**src/verilog/dfc_pkg.sv**
```systemverilog
// package: register map, field layout and carrier types for the drive bank
package dfc_pkg;

    // register byte offsets on the AXI4-Lite slave
    localparam logic [7:0]  DFC_OFF_OPCMD    = 8'h00;
    localparam logic [7:0]  DFC_OFF_FRQCMD   = 8'h04;
    localparam logic [7:0]  DFC_OFF_STATUS   = 8'h08;
    localparam logic [7:0]  DFC_OFF_OUTFRQ   = 8'h0C;
    localparam logic [7:0]  DFC_OFF_MAPSLOT0 = 8'h10;
    localparam logic [7:0]  DFC_OFF_IRQSTAT  = 8'h24;
    localparam logic [7:0]  DFC_OFF_IRQMASK  = 8'h28;

    // mapping slots and the common-area addresses that shadow the fixed path
    localparam int          DFC_NUM_SLOTS    = 5;
    localparam logic [15:0] DFC_CA_FREQ      = 16'h0380;
    localparam logic [15:0] DFC_CA_OPER      = 16'h0382;
    localparam logic [15:0] DFC_CA_NONE      = 16'h0000;

    // reset values
    localparam logic [15:0] DFC_RST_OPCMD    = 16'h0000;
    localparam logic [15:0] DFC_RST_FRQCMD   = 16'h0000;
    localparam logic [15:0] DFC_RST_SLOT     = 16'h0000;
    localparam logic [2:0]  DFC_RST_IRQ      = 3'h0;

    // operation command encodings
    localparam logic [15:0] DFC_OP_REVERSE   = 16'h0001;

    // status bit positions
    localparam int DFC_ST_STOP   = 0;
    localparam int DFC_ST_FWD    = 1;
    localparam int DFC_ST_REV    = 2;
    localparam int DFC_ST_TRIP   = 3;
    localparam int DFC_ST_ACC    = 4;
    localparam int DFC_ST_DEC    = 5;
    localparam int DFC_ST_SPDOK  = 6;
    localparam int DFC_ST_DCBRK  = 7;
    localparam int DFC_ST_FWDCMD = 11;
    localparam int DFC_ST_REVCMD = 12;
    localparam int DFC_ST_RUNCOM = 13;
    localparam int DFC_ST_FRQCOM = 14;
    localparam int DFC_ST_LOCAL  = 15;

    // interrupt status bits
    localparam int DFC_IRQ_TRIP  = 0;
    localparam int DFC_IRQ_SPDOK = 1;
    localparam int DFC_IRQ_STOP  = 2;

    localparam logic [1:0]  DFC_RESP_OKAY    = 2'b00;
    localparam logic [1:0]  DFC_RESP_SLVERR  = 2'b10;

    // command carrier toward the drive
    typedef struct packed {
        logic [15:0] freq_ref;
        logic        freq_valid;
        logic [15:0] oper_cmd;
        logic        oper_valid;
    } dfc_cmd_t;

    // state carrier from the drive
    typedef struct packed {
        logic [15:0] status;
        logic [15:0] out_freq;
    } dfc_mon_t;

    typedef enum logic [1:0] {
        DFC_W_IDLE = 2'b00,
        DFC_W_RESP = 2'b01
    } dfc_wr_state_t;

endpackage : dfc_pkg

```
**src/verilog/dfc_slot_match.sv**
```systemverilog
// slot compare: flags any mapping slot holding a given common-area address
`timescale 1ns/100ps
module dfc_slot_match
    import dfc_pkg::*;
#(
    parameter int NSLOT = DFC_NUM_SLOTS
) (
    input  wire logic [NSLOT*16-1:0] slots,
    input  wire logic [15:0]         addr,
    output logic                     hit
);
    logic [NSLOT-1:0] match;

    genvar g;
    generate
        for (g = 0; g < NSLOT; g++) begin : g_slot
            assign match[g] = (slots[g*16 +: 16] == addr);
        end
    endgenerate

    assign hit = |match;

endmodule : dfc_slot_match

```
**src/verilog/dfc_regs.sv**
```systemverilog
// drive fixed command/status register bank on an AXI4-Lite slave
//
// Operation
// - fixed command and status registers work without any mapping slot set.
// - frequency command value is forwarded as the drive frequency reference.
// - frequency command counts 0.01 Hz; software writes hertz times 100.
// - frequency command ignored while any write slot holds 0x0380.
// - operation command ignored while any write slot holds 0x0382.
// - operation command value 0x0001 commands reverse run.
// - status bit 3 reports drive trip, per the trip-out mode setting.
// - status bits 11 and 12 report forward and reverse run commands.
// - status bit 13 set when run command comes from communication.
// - status bit 14 set when frequency command comes from communication.
// - status bit 15 is 0 for remote, 1 for keypad local.
// - present output frequency shown in a read-only monitor register.
// - output frequency monitor counts 0.01 Hz, frequency times 100.
//
// Added by the designer: the placing of the registers and the AXI4-Lite register port.
`timescale 1ns/100ps
module dfc_regs
    import dfc_pkg::*;
#(
    parameter int NSLOT = DFC_NUM_SLOTS
) (
    input  wire logic        aclk,
    input  wire logic        aresetn,
    input  wire logic        clk_en,
    // AXI4-Lite slave
    input  wire logic [7:0]  s_awaddr,
    input  wire logic        s_awvalid,
    output logic             s_awready,
    input  wire logic [31:0] s_wdata,
    input  wire logic [3:0]  s_wstrb,
    input  wire logic        s_wvalid,
    output logic             s_wready,
    output logic [1:0]       s_bresp,
    output logic             s_bvalid,
    input  wire logic        s_bready,
    input  wire logic [7:0]  s_araddr,
    input  wire logic        s_arvalid,
    output logic             s_arready,
    output logic [31:0]      s_rdata,
    output logic [1:0]       s_rresp,
    output logic             s_rvalid,
    input  wire logic        s_rready,
    // drive side
    output dfc_cmd_t         drv_cmd,
    output logic             drv_reverse,
    input  wire dfc_mon_t    drv_mon,
    output logic             irq
);
    logic [15:0]         opcmd_r;
    logic [15:0]         frqcmd_r;
    logic [NSLOT*16-1:0] slots_r;
    logic [15:0]         status_r;
    logic [15:0]         outfrq_r;
    logic [2:0]          irq_stat_r;
    logic [2:0]          irq_mask_r;
    logic [15:0]         status_prev_r;
    logic                freq_block;
    logic                oper_block;

    // write channel
    dfc_wr_state_t wst_r;
    logic [7:0]    awaddr_r;
    logic          aw_have_r;
    logic [31:0]   wdata_r;
    logic [3:0]    wstrb_r;
    logic          w_have_r;
    logic          wr_fire;
    logic          wr_hit;
    logic [1:0]    bresp_r;

    // readies drop while frozen, so no item is taken and then lost
    assign s_awready = clk_en && (wst_r == DFC_W_IDLE) && !aw_have_r;
    assign s_wready  = clk_en && (wst_r == DFC_W_IDLE) && !w_have_r;
    assign s_bvalid  = (wst_r == DFC_W_RESP);
    assign s_bresp   = bresp_r;
    assign wr_fire   = (wst_r == DFC_W_IDLE) && aw_have_r && w_have_r;

    // one decoded strobe per writable register except the mapping slots, which decode their own writes
    logic wr_opcmd;
    logic wr_frqcmd;
    logic wr_mask;
    assign wr_opcmd  = wr_fire && (awaddr_r == DFC_OFF_OPCMD);
    assign wr_frqcmd = wr_fire && (awaddr_r == DFC_OFF_FRQCMD);
    assign wr_mask   = wr_fire && (awaddr_r == DFC_OFF_IRQMASK);

    always_comb begin
        wr_hit = 1'b0;
        if (awaddr_r == DFC_OFF_OPCMD || awaddr_r == DFC_OFF_FRQCMD ||
            awaddr_r == DFC_OFF_IRQMASK) begin
            wr_hit = 1'b1;
        end
        for (int i = 0; i < NSLOT; i++) begin
            if (awaddr_r == DFC_OFF_MAPSLOT0 + 8'(4 * i)) begin
                wr_hit = 1'b1;
            end
        end
    end

    // address and data may arrive in either order
    always_ff @(posedge aclk) begin
        if (!aresetn) begin
            aw_have_r <= 1'b0;
            w_have_r  <= 1'b0;
            awaddr_r  <= 8'h00;
            wdata_r   <= 32'h0000_0000;
            wstrb_r   <= 4'h0;
        end else if (clk_en) begin
            if (s_awvalid && s_awready) begin
                aw_have_r <= 1'b1;
                awaddr_r  <= s_awaddr;
            end
            if (s_wvalid && s_wready) begin
                w_have_r <= 1'b1;
                wdata_r  <= s_wdata;
                wstrb_r  <= s_wstrb;
            end
            if (wr_fire) begin
                aw_have_r <= 1'b0;
                w_have_r  <= 1'b0;
            end
        end
    end

    always_ff @(posedge aclk) begin
        if (!aresetn) begin
            wst_r   <= DFC_W_IDLE;
            bresp_r <= DFC_RESP_OKAY;
        end else if (clk_en) begin
            case (wst_r)
                DFC_W_IDLE: begin
                    if (wr_fire) begin
                        wst_r   <= DFC_W_RESP;
                        bresp_r <= wr_hit ? DFC_RESP_OKAY : DFC_RESP_SLVERR;
                    end
                end
                DFC_W_RESP: begin
                    if (s_bready) begin
                        wst_r <= DFC_W_IDLE;
                    end
                end
                default: wst_r <= DFC_W_IDLE;
            endcase
        end
    end

    function automatic logic [15:0] merge16(input logic [15:0] old,
                                            input logic [31:0] d,
                                            input logic [3:0]  s);
        merge16 = old;
        if (s[0]) merge16[7:0]  = d[7:0];
        if (s[1]) merge16[15:8] = d[15:8];
    endfunction : merge16

    // fixed command registers, usable with no slot programmed
    always_ff @(posedge aclk) begin
        if (!aresetn) begin
            opcmd_r  <= DFC_RST_OPCMD;
            frqcmd_r <= DFC_RST_FRQCMD;
        end else if (clk_en) begin
            if (wr_opcmd) begin
                opcmd_r <= merge16(opcmd_r, wdata_r, wstrb_r);
            end
            // raw 0.01 Hz counts stored unscaled
            if (wr_frqcmd) begin
                frqcmd_r <= merge16(frqcmd_r, wdata_r, wstrb_r);
            end
        end
    end

    genvar g;
    generate
        for (g = 0; g < NSLOT; g++) begin : g_slot
            always_ff @(posedge aclk) begin
                if (!aresetn) begin
                    slots_r[g*16 +: 16] <= DFC_RST_SLOT;
                end else if (clk_en && wr_fire &&
                             awaddr_r == DFC_OFF_MAPSLOT0 + 8'(4 * g)) begin
                    slots_r[g*16 +: 16] <=
                        merge16(slots_r[g*16 +: 16], wdata_r, wstrb_r);
                end
            end
        end
    endgenerate

    always_ff @(posedge aclk) begin
        if (!aresetn) begin
            irq_mask_r <= DFC_RST_IRQ;
        end else if (clk_en && wr_mask && wstrb_r[0]) begin
            irq_mask_r <= wdata_r[2:0];
        end
    end

    // slot mapping 0x0380 shadows frequency command
    dfc_slot_match #(.NSLOT(NSLOT)) u_freq_match (
        .slots (slots_r),
        .addr  (DFC_CA_FREQ),
        .hit   (freq_block)
    );

    // slot mapping 0x0382 shadows operation command
    dfc_slot_match #(.NSLOT(NSLOT)) u_oper_match (
        .slots (slots_r),
        .addr  (DFC_CA_OPER),
        .hit   (oper_block)
    );

    // drive command outputs from flip-flops
    always_ff @(posedge aclk) begin
        if (!aresetn) begin
            drv_cmd     <= '0;
            drv_reverse <= 1'b0;
        end else if (clk_en) begin
            drv_cmd.freq_ref   <= frqcmd_r;
            drv_cmd.freq_valid <= !freq_block;
            drv_cmd.oper_cmd   <= opcmd_r;
            drv_cmd.oper_valid <= !oper_block;
            drv_reverse <= !oper_block && (opcmd_r == DFC_OP_REVERSE);
        end
    end

    // drive monitor capture, every enabled cycle without a request
    always_ff @(posedge aclk) begin
        if (!aresetn) begin
            status_r      <= 16'h0000;
            status_prev_r <= 16'h0000;
        end else if (clk_en) begin
            // trip bit passed as the drive reports it
            status_r      <= drv_mon.status;
            status_prev_r <= status_r;
        end
    end

    always_ff @(posedge aclk) begin
        if (!aresetn) begin
            outfrq_r <= 16'h0000;
        end else if (clk_en) begin
            // drive already reports 0.01 Hz counts
            outfrq_r <= drv_mon.out_freq;
        end
    end

    // read channel: one outstanding read, answer a cycle after address
    logic [31:0] rdata_r;
    logic [31:0] rdata_nxt;
    logic [1:0]  rresp_r;
    logic [1:0]  rresp_nxt;
    logic        rvalid_r;
    logic        rd_take;
    logic        rd_clr_irq;

    assign s_arready = clk_en && !rvalid_r;
    assign s_rvalid  = rvalid_r;
    assign s_rdata   = rdata_r;
    assign s_rresp   = rresp_r;
    assign rd_take   = s_arvalid && s_arready;
    assign rd_clr_irq = rd_take && (s_araddr == DFC_OFF_IRQSTAT);

    // read decode; unmapped offsets answer with an error and zero data
    always_comb begin
        rdata_nxt = 32'h0000_0000;
        rresp_nxt = DFC_RESP_OKAY;
        case (s_araddr)
            DFC_OFF_OPCMD:   rdata_nxt[15:0] = opcmd_r;
            DFC_OFF_FRQCMD:  rdata_nxt[15:0] = frqcmd_r;
            DFC_OFF_STATUS:  rdata_nxt[15:0] = status_r;
            DFC_OFF_OUTFRQ:  rdata_nxt[15:0] = outfrq_r;
            DFC_OFF_IRQSTAT: rdata_nxt[2:0]  = irq_stat_r;
            DFC_OFF_IRQMASK: rdata_nxt[2:0]  = irq_mask_r;
            default: begin
                rresp_nxt = DFC_RESP_SLVERR;
                for (int i = 0; i < NSLOT; i++) begin
                    if (s_araddr == DFC_OFF_MAPSLOT0 + 8'(4 * i)) begin
                        rdata_nxt[15:0] = slots_r[i*16 +: 16];
                        rresp_nxt       = DFC_RESP_OKAY;
                    end
                end
            end
        endcase
    end

    always_ff @(posedge aclk) begin
        if (!aresetn) begin
            rvalid_r <= 1'b0;
            rdata_r  <= 32'h0000_0000;
            rresp_r  <= DFC_RESP_OKAY;
        end else if (clk_en) begin
            if (rd_take) begin
                rvalid_r <= 1'b1;
                rresp_r  <= rresp_nxt;
                rdata_r  <= rdata_nxt;
            end else if (s_rready) begin
                rvalid_r <= 1'b0;
            end
        end
    end

    // sticky events: rising trip, rising speed reached, rising stop
    // history resets to zero: a drive idling in stop gives one stop event
    logic [2:0] irq_evt;
    assign irq_evt[DFC_IRQ_TRIP]  = status_r[DFC_ST_TRIP] &&
                                    !status_prev_r[DFC_ST_TRIP];
    assign irq_evt[DFC_IRQ_SPDOK] = status_r[DFC_ST_SPDOK] &&
                                    !status_prev_r[DFC_ST_SPDOK];
    assign irq_evt[DFC_IRQ_STOP]  = status_r[DFC_ST_STOP] &&
                                    !status_prev_r[DFC_ST_STOP];

    // a new event beats the read-clear in the same cycle, so none is lost
    logic [2:0] irq_stat_nxt;
    always_comb begin
        irq_stat_nxt = irq_stat_r;
        if (rd_clr_irq) begin
            irq_stat_nxt = 3'h0;
        end
        irq_stat_nxt = irq_stat_nxt | irq_evt;
    end

    always_ff @(posedge aclk) begin
        if (!aresetn) begin
            irq_stat_r <= DFC_RST_IRQ;
        end else if (clk_en) begin
            irq_stat_r <= irq_stat_nxt;
        end
    end

    assign irq = |(irq_stat_r & irq_mask_r);

endmodule : dfc_regs

```
**config.mk**
```make
export PLATFORM = sky130hd
export DESIGN_NAME = dfc_regs
export DESIGN_NICKNAME = d
export VERILOG_FILES = /design/src/verilog/dfc_pkg.sv /design/src/verilog/dfc_slot_match.sv /design/src/verilog/dfc_regs.sv
export SDC_FILE = /design/constraint.sdc
export NUM_CORES = 1
export LEC_CHECK = 0
export BUFFER_PORTS_ARGS = -buffer_cell sky130_fd_sc_hd__buf_2
export CORE_AREA = 2 2 159 177
export DETAILED_ROUTE_END_ITERATION = 12
export DIE_AREA = 0 0 161 179
export GPL_ROUTABILITY_DRIVEN = 1
export GPL_TIMING_DRIVEN = 1
export SETUP_SLACK_MARGIN = 0.2
export SLEW_MARGIN = 5
export SYNTH_ARGS = -nofsm -noshare
export SYNTH_HDL_FRONTEND = slang
export SYNTH_SLANG_ARGS = --single-unit
```
**constraint.sdc**
```tcl
create_clock -name aclk -period 1.8 [get_ports aclk]
set_clock_uncertainty 0.2 [all_clocks]
set_input_delay 0.18 -clock aclk [delete_from_list [all_inputs] [get_ports aclk]]
set_output_delay 0.18 -clock aclk [all_outputs]
set_load 0.005 [all_outputs]
```
==> flow_summary.ini <==
[cells_and_area]
drive_gt1_frac = 0.3187
final_cell_mix = sky130_fd_sc_hd__dfxtp_1, sky130_fd_sc_hd__mux2i_1, sky130_fd_sc_hd__nor2b_1
area_delta_synth_final_pct = 39.65
final_common_cell = sky130_fd_sc_hd__dfxtp_1
finish.cell_count_without_fillers = 1735
finalNetCount = 1444

[clocking]
tritoncts = built
cts_root_buf = sky130_fd_sc_hd__clkbuf_16
cts_buffers = 27
cts_buffer_depth = 3
cts_htree_levels = 1
clk_pin_slew_ns = 0.06
clock-sinks = 236
clk-insertion-delay-late_ns = 0.53

[pwr]
power.density_cell_area_nw_per_um2 = 830.6
ir_drop_mv = 0.5799
leakagePower_nw = 6.785
totalPowerFinal_mw = 12.40

[critical_path]
crit_path_end_kind = register
cp-start-kind = register
cp.required_ns = 2.00
timing.critical_path.slowest_stage_cell = sky130_fd_sc_hd__or4b_4
r2r_slack_ns = -0.21
critPathMaxStageDelay_ns = 0.59
crit_path_max_fanout = 8
cp_cell_sequence = or4b_4 > nor3_4 > buf_12 > nand2_8 > mux2i_2 > nor2b_1
cp.arrival_ns = 2.21
timing.setup.critical_path_class = reg2reg

[route]
drc = 0
average_wire_per_cell_in_the_routed_design_um = 19.24
dr.pass1.iters = 5
route.vias.total = 8922
routed_wl_mm = 33.38
route.antenna.remaining_nets = 0
dr.first_iter.drc_count = 597
route.detailed.vias_per_inst = 5.142

[placed_design]
routabilityCongestion = 0.8319
placed_cells = 1590
dp_hpwl_mm = 22.06
io_buf_count = 132

[grt]
grt_start_max_net_pins = 97
grt_first_pass_wirelength_mm = 48.97
grt_pass1_vias = 8376
grt-ovfl-total = 0
grt_use_total = 0.2203
initial_antenna_violation_count = 1

[floorplanning]
placeableCoreArea_um2 = 27230
num_io_pins = 169
dieArea_um2 = 28820
die_w_um = 161
initial_core_util = 0.3926
placement_rows = 64
die-height_um = 179

[status]
violations_in_the_final_reports = negative setup slack
outcome = finished with violations

[timing]
maxClockFrequency_ghz = 0.4986
fin_crit_sh = 1.114
rsz0062_at_grt = true
worst_slew_margin_rel = 0.5350
setup_ws_ns = -0.2056
min_tclk_post_route_ns = 2.006
final-max-slew-violation-count = 0
timing.final.setup_violations = 67
worst-slew-pin-transition_ns = 0.6965
final_hold_viol_count = 0

[yosys]
synth_area_leader = sky130_fd_sc_hd__dfxtp_1
yosys.area.top_type_share = 0.4420
synth-main-ff-cell = sky130_fd_sc_hd__dfxtp_1
yosysWarningCount = 0
flip_flop_and_latch_count_after_synthesis = 236
postSynthCellCount = 1062
netlist_area_um2 = 10690
yosys-top-cells-area = sky130_fd_sc_hd__dfxtp_1, sky130_fd_sc_hd__mux2i_1, sky130_fd_sc_hd__nor2b_1, sky130_fd_sc_hd__nand2_1, sky130_fd_sc_hd__mux4_2
post_synth_cell_types = 54
async_set_or_reset_register_ratio_after_synthesis = 0
number_of_enable_flip_flop_cells_after_synthesis = 0
synthesis.area_per_instance_um2 = 10.06
synth.yosys.seq_area_share = 0.4420

[hold_path]
hold_crit_class = in2reg

[flow_run]
max-cap-violations = 0
==> metal layers <==
layer  part of all wire  global-route usage  up-vias
met1               0.47              0.3094     4288
met3              0.055             0.03909       66
met2               0.44              0.3416      251
met4              0.037             0.07626        0
li1                   -                   -     4317
met5                  0                   0        -
==> stage by stage <==
step | hold WS (ns) | setup WS (ns) | utilization | setup TNS, ns | area (um2)
floorplan | 0.1174 | -0.01746 | - | -0.7463 | 10920
global placement | 0.2268 | -0.1557 | 0.4587 | -9.665 | 12490
detailed placement | 0.2366 | -0.1652 | 0.4587 | -11.51 | 12490
CTS | 0.003397 | -0.1564 | 0.5370 | -6.088 | 14620
global route | 0.03224 | -0.2569 | 0.5482 | -12.00 | 14920
finish | 0.02440 | -0.2056 | 0.5483 | -6.670 | 14930
==> registers in the layout (all words and copies together) (netlist names), 2 cells and up <==
signal         flops
drv_cmd           34
irq_mask_r         3
s_rdata           16
awaddr_r           8
wstrb_r            2
frqcmd_r          16
irq_stat_r         3
outfrq_r          16
status_prev_r      3
wdata_r           16
opcmd_r           16
status_r          16
slots_r           80
==> where the power goes <==
group	switching (mW)	internal [mW]	leakage, nW	total, mW
Combinational	0.576	0.608	4.40	1.18
Clock	2.16	3.60	0.461	5.76
Sequential	0.117	5.33	1.92	5.45
==> cell usage after synthesis, drive strengths merged, types with 2 or more instances <==
cell type  count
a21oi          9
inv            7
nor4          14
nand4          9
and2           4
o31ai          2
mux4          14
o22ai          2
a32oi         14
o21ai         34
o221ai        16
nor2b        187
nand2b         3
nor3          11
nor4bb         2
nand3b         2
a31oi         18
a22o           2
mux2           3
or4b           3
and3b          2
mux2i        197
o32ai          3
dfxtp        236
a22oi          2
a21boi        30
nand3          2
nor2          18
nand4b         2
buf           41
clkbuf        54
nor4b         10
nand2        100
==> worst paths after layout <==
| check | from | depth (start not counted) | to |
|---|---|---|---|
| setup / recovery | awaddr_r[7] | 6 | slots_r[17] |
| hold / removal | clk_en | 4 | drv_reverse |
| setup reg to reg | awaddr_r[7] | 6 | slots_r[17] |
| hold reg to reg | wdata_r[11] | 2 | wdata_r[11] |
==> worst max-delay path, delay by kind of cell, from the launching register on <==
| family | cells | cell delay (ns) |
|---|---|---|
| muxes | 1 | 0.22 |
| and+or+nand+nor | 4 | 0.98 |
| buffers and inverters | 1 | 0.17 |
| DFF | 1 | 0.32 |
==> timing repair <==
action	CTS	global route
pin swaps	26	31
resized for setup	67	73
endpoints found under the setup margin	131	152
hold endpoints to repair	69	0
gates cloned	1	2
buffers inserted	17	6
hold buffers	70	0
==> area by class of cell <==
class | count | area (um2)
Timing Repair Buffer | 339 | 2645
Fill cell | 2395 | 12300
Clock inverter | 9 | 147.6
Antenna cell | 1 | 2.502
Multi-Input combinational cell | 741 | 6103
Inverter | 7 | 26.28
Sequential cell | 236 | 4757
Tap cell | 363 | 454.2
Clock buffer | 39 | 790.8
==> cells by family (layout without fill, tap and decap cells) <==
| group | count (synthesis) | count (layout) | share of synthesized area |
|---|---|---|---|
| AND/OR/NAND/NOR | 375 | 375 | 0.2088 |
| flip-flops | 236 | 236 | 0.4420 |
| multiplexers | 214 | 214 | 0.2171 |
| AO/OA/AOI/OAI | 134 | 134 | 0.08627 |
| buffers and inverters | 102 | 394 | 0.04542 |
| other | 1 | 19 | 0.0003508 |
No activity file was read; power rests on OpenSTA's default activity.
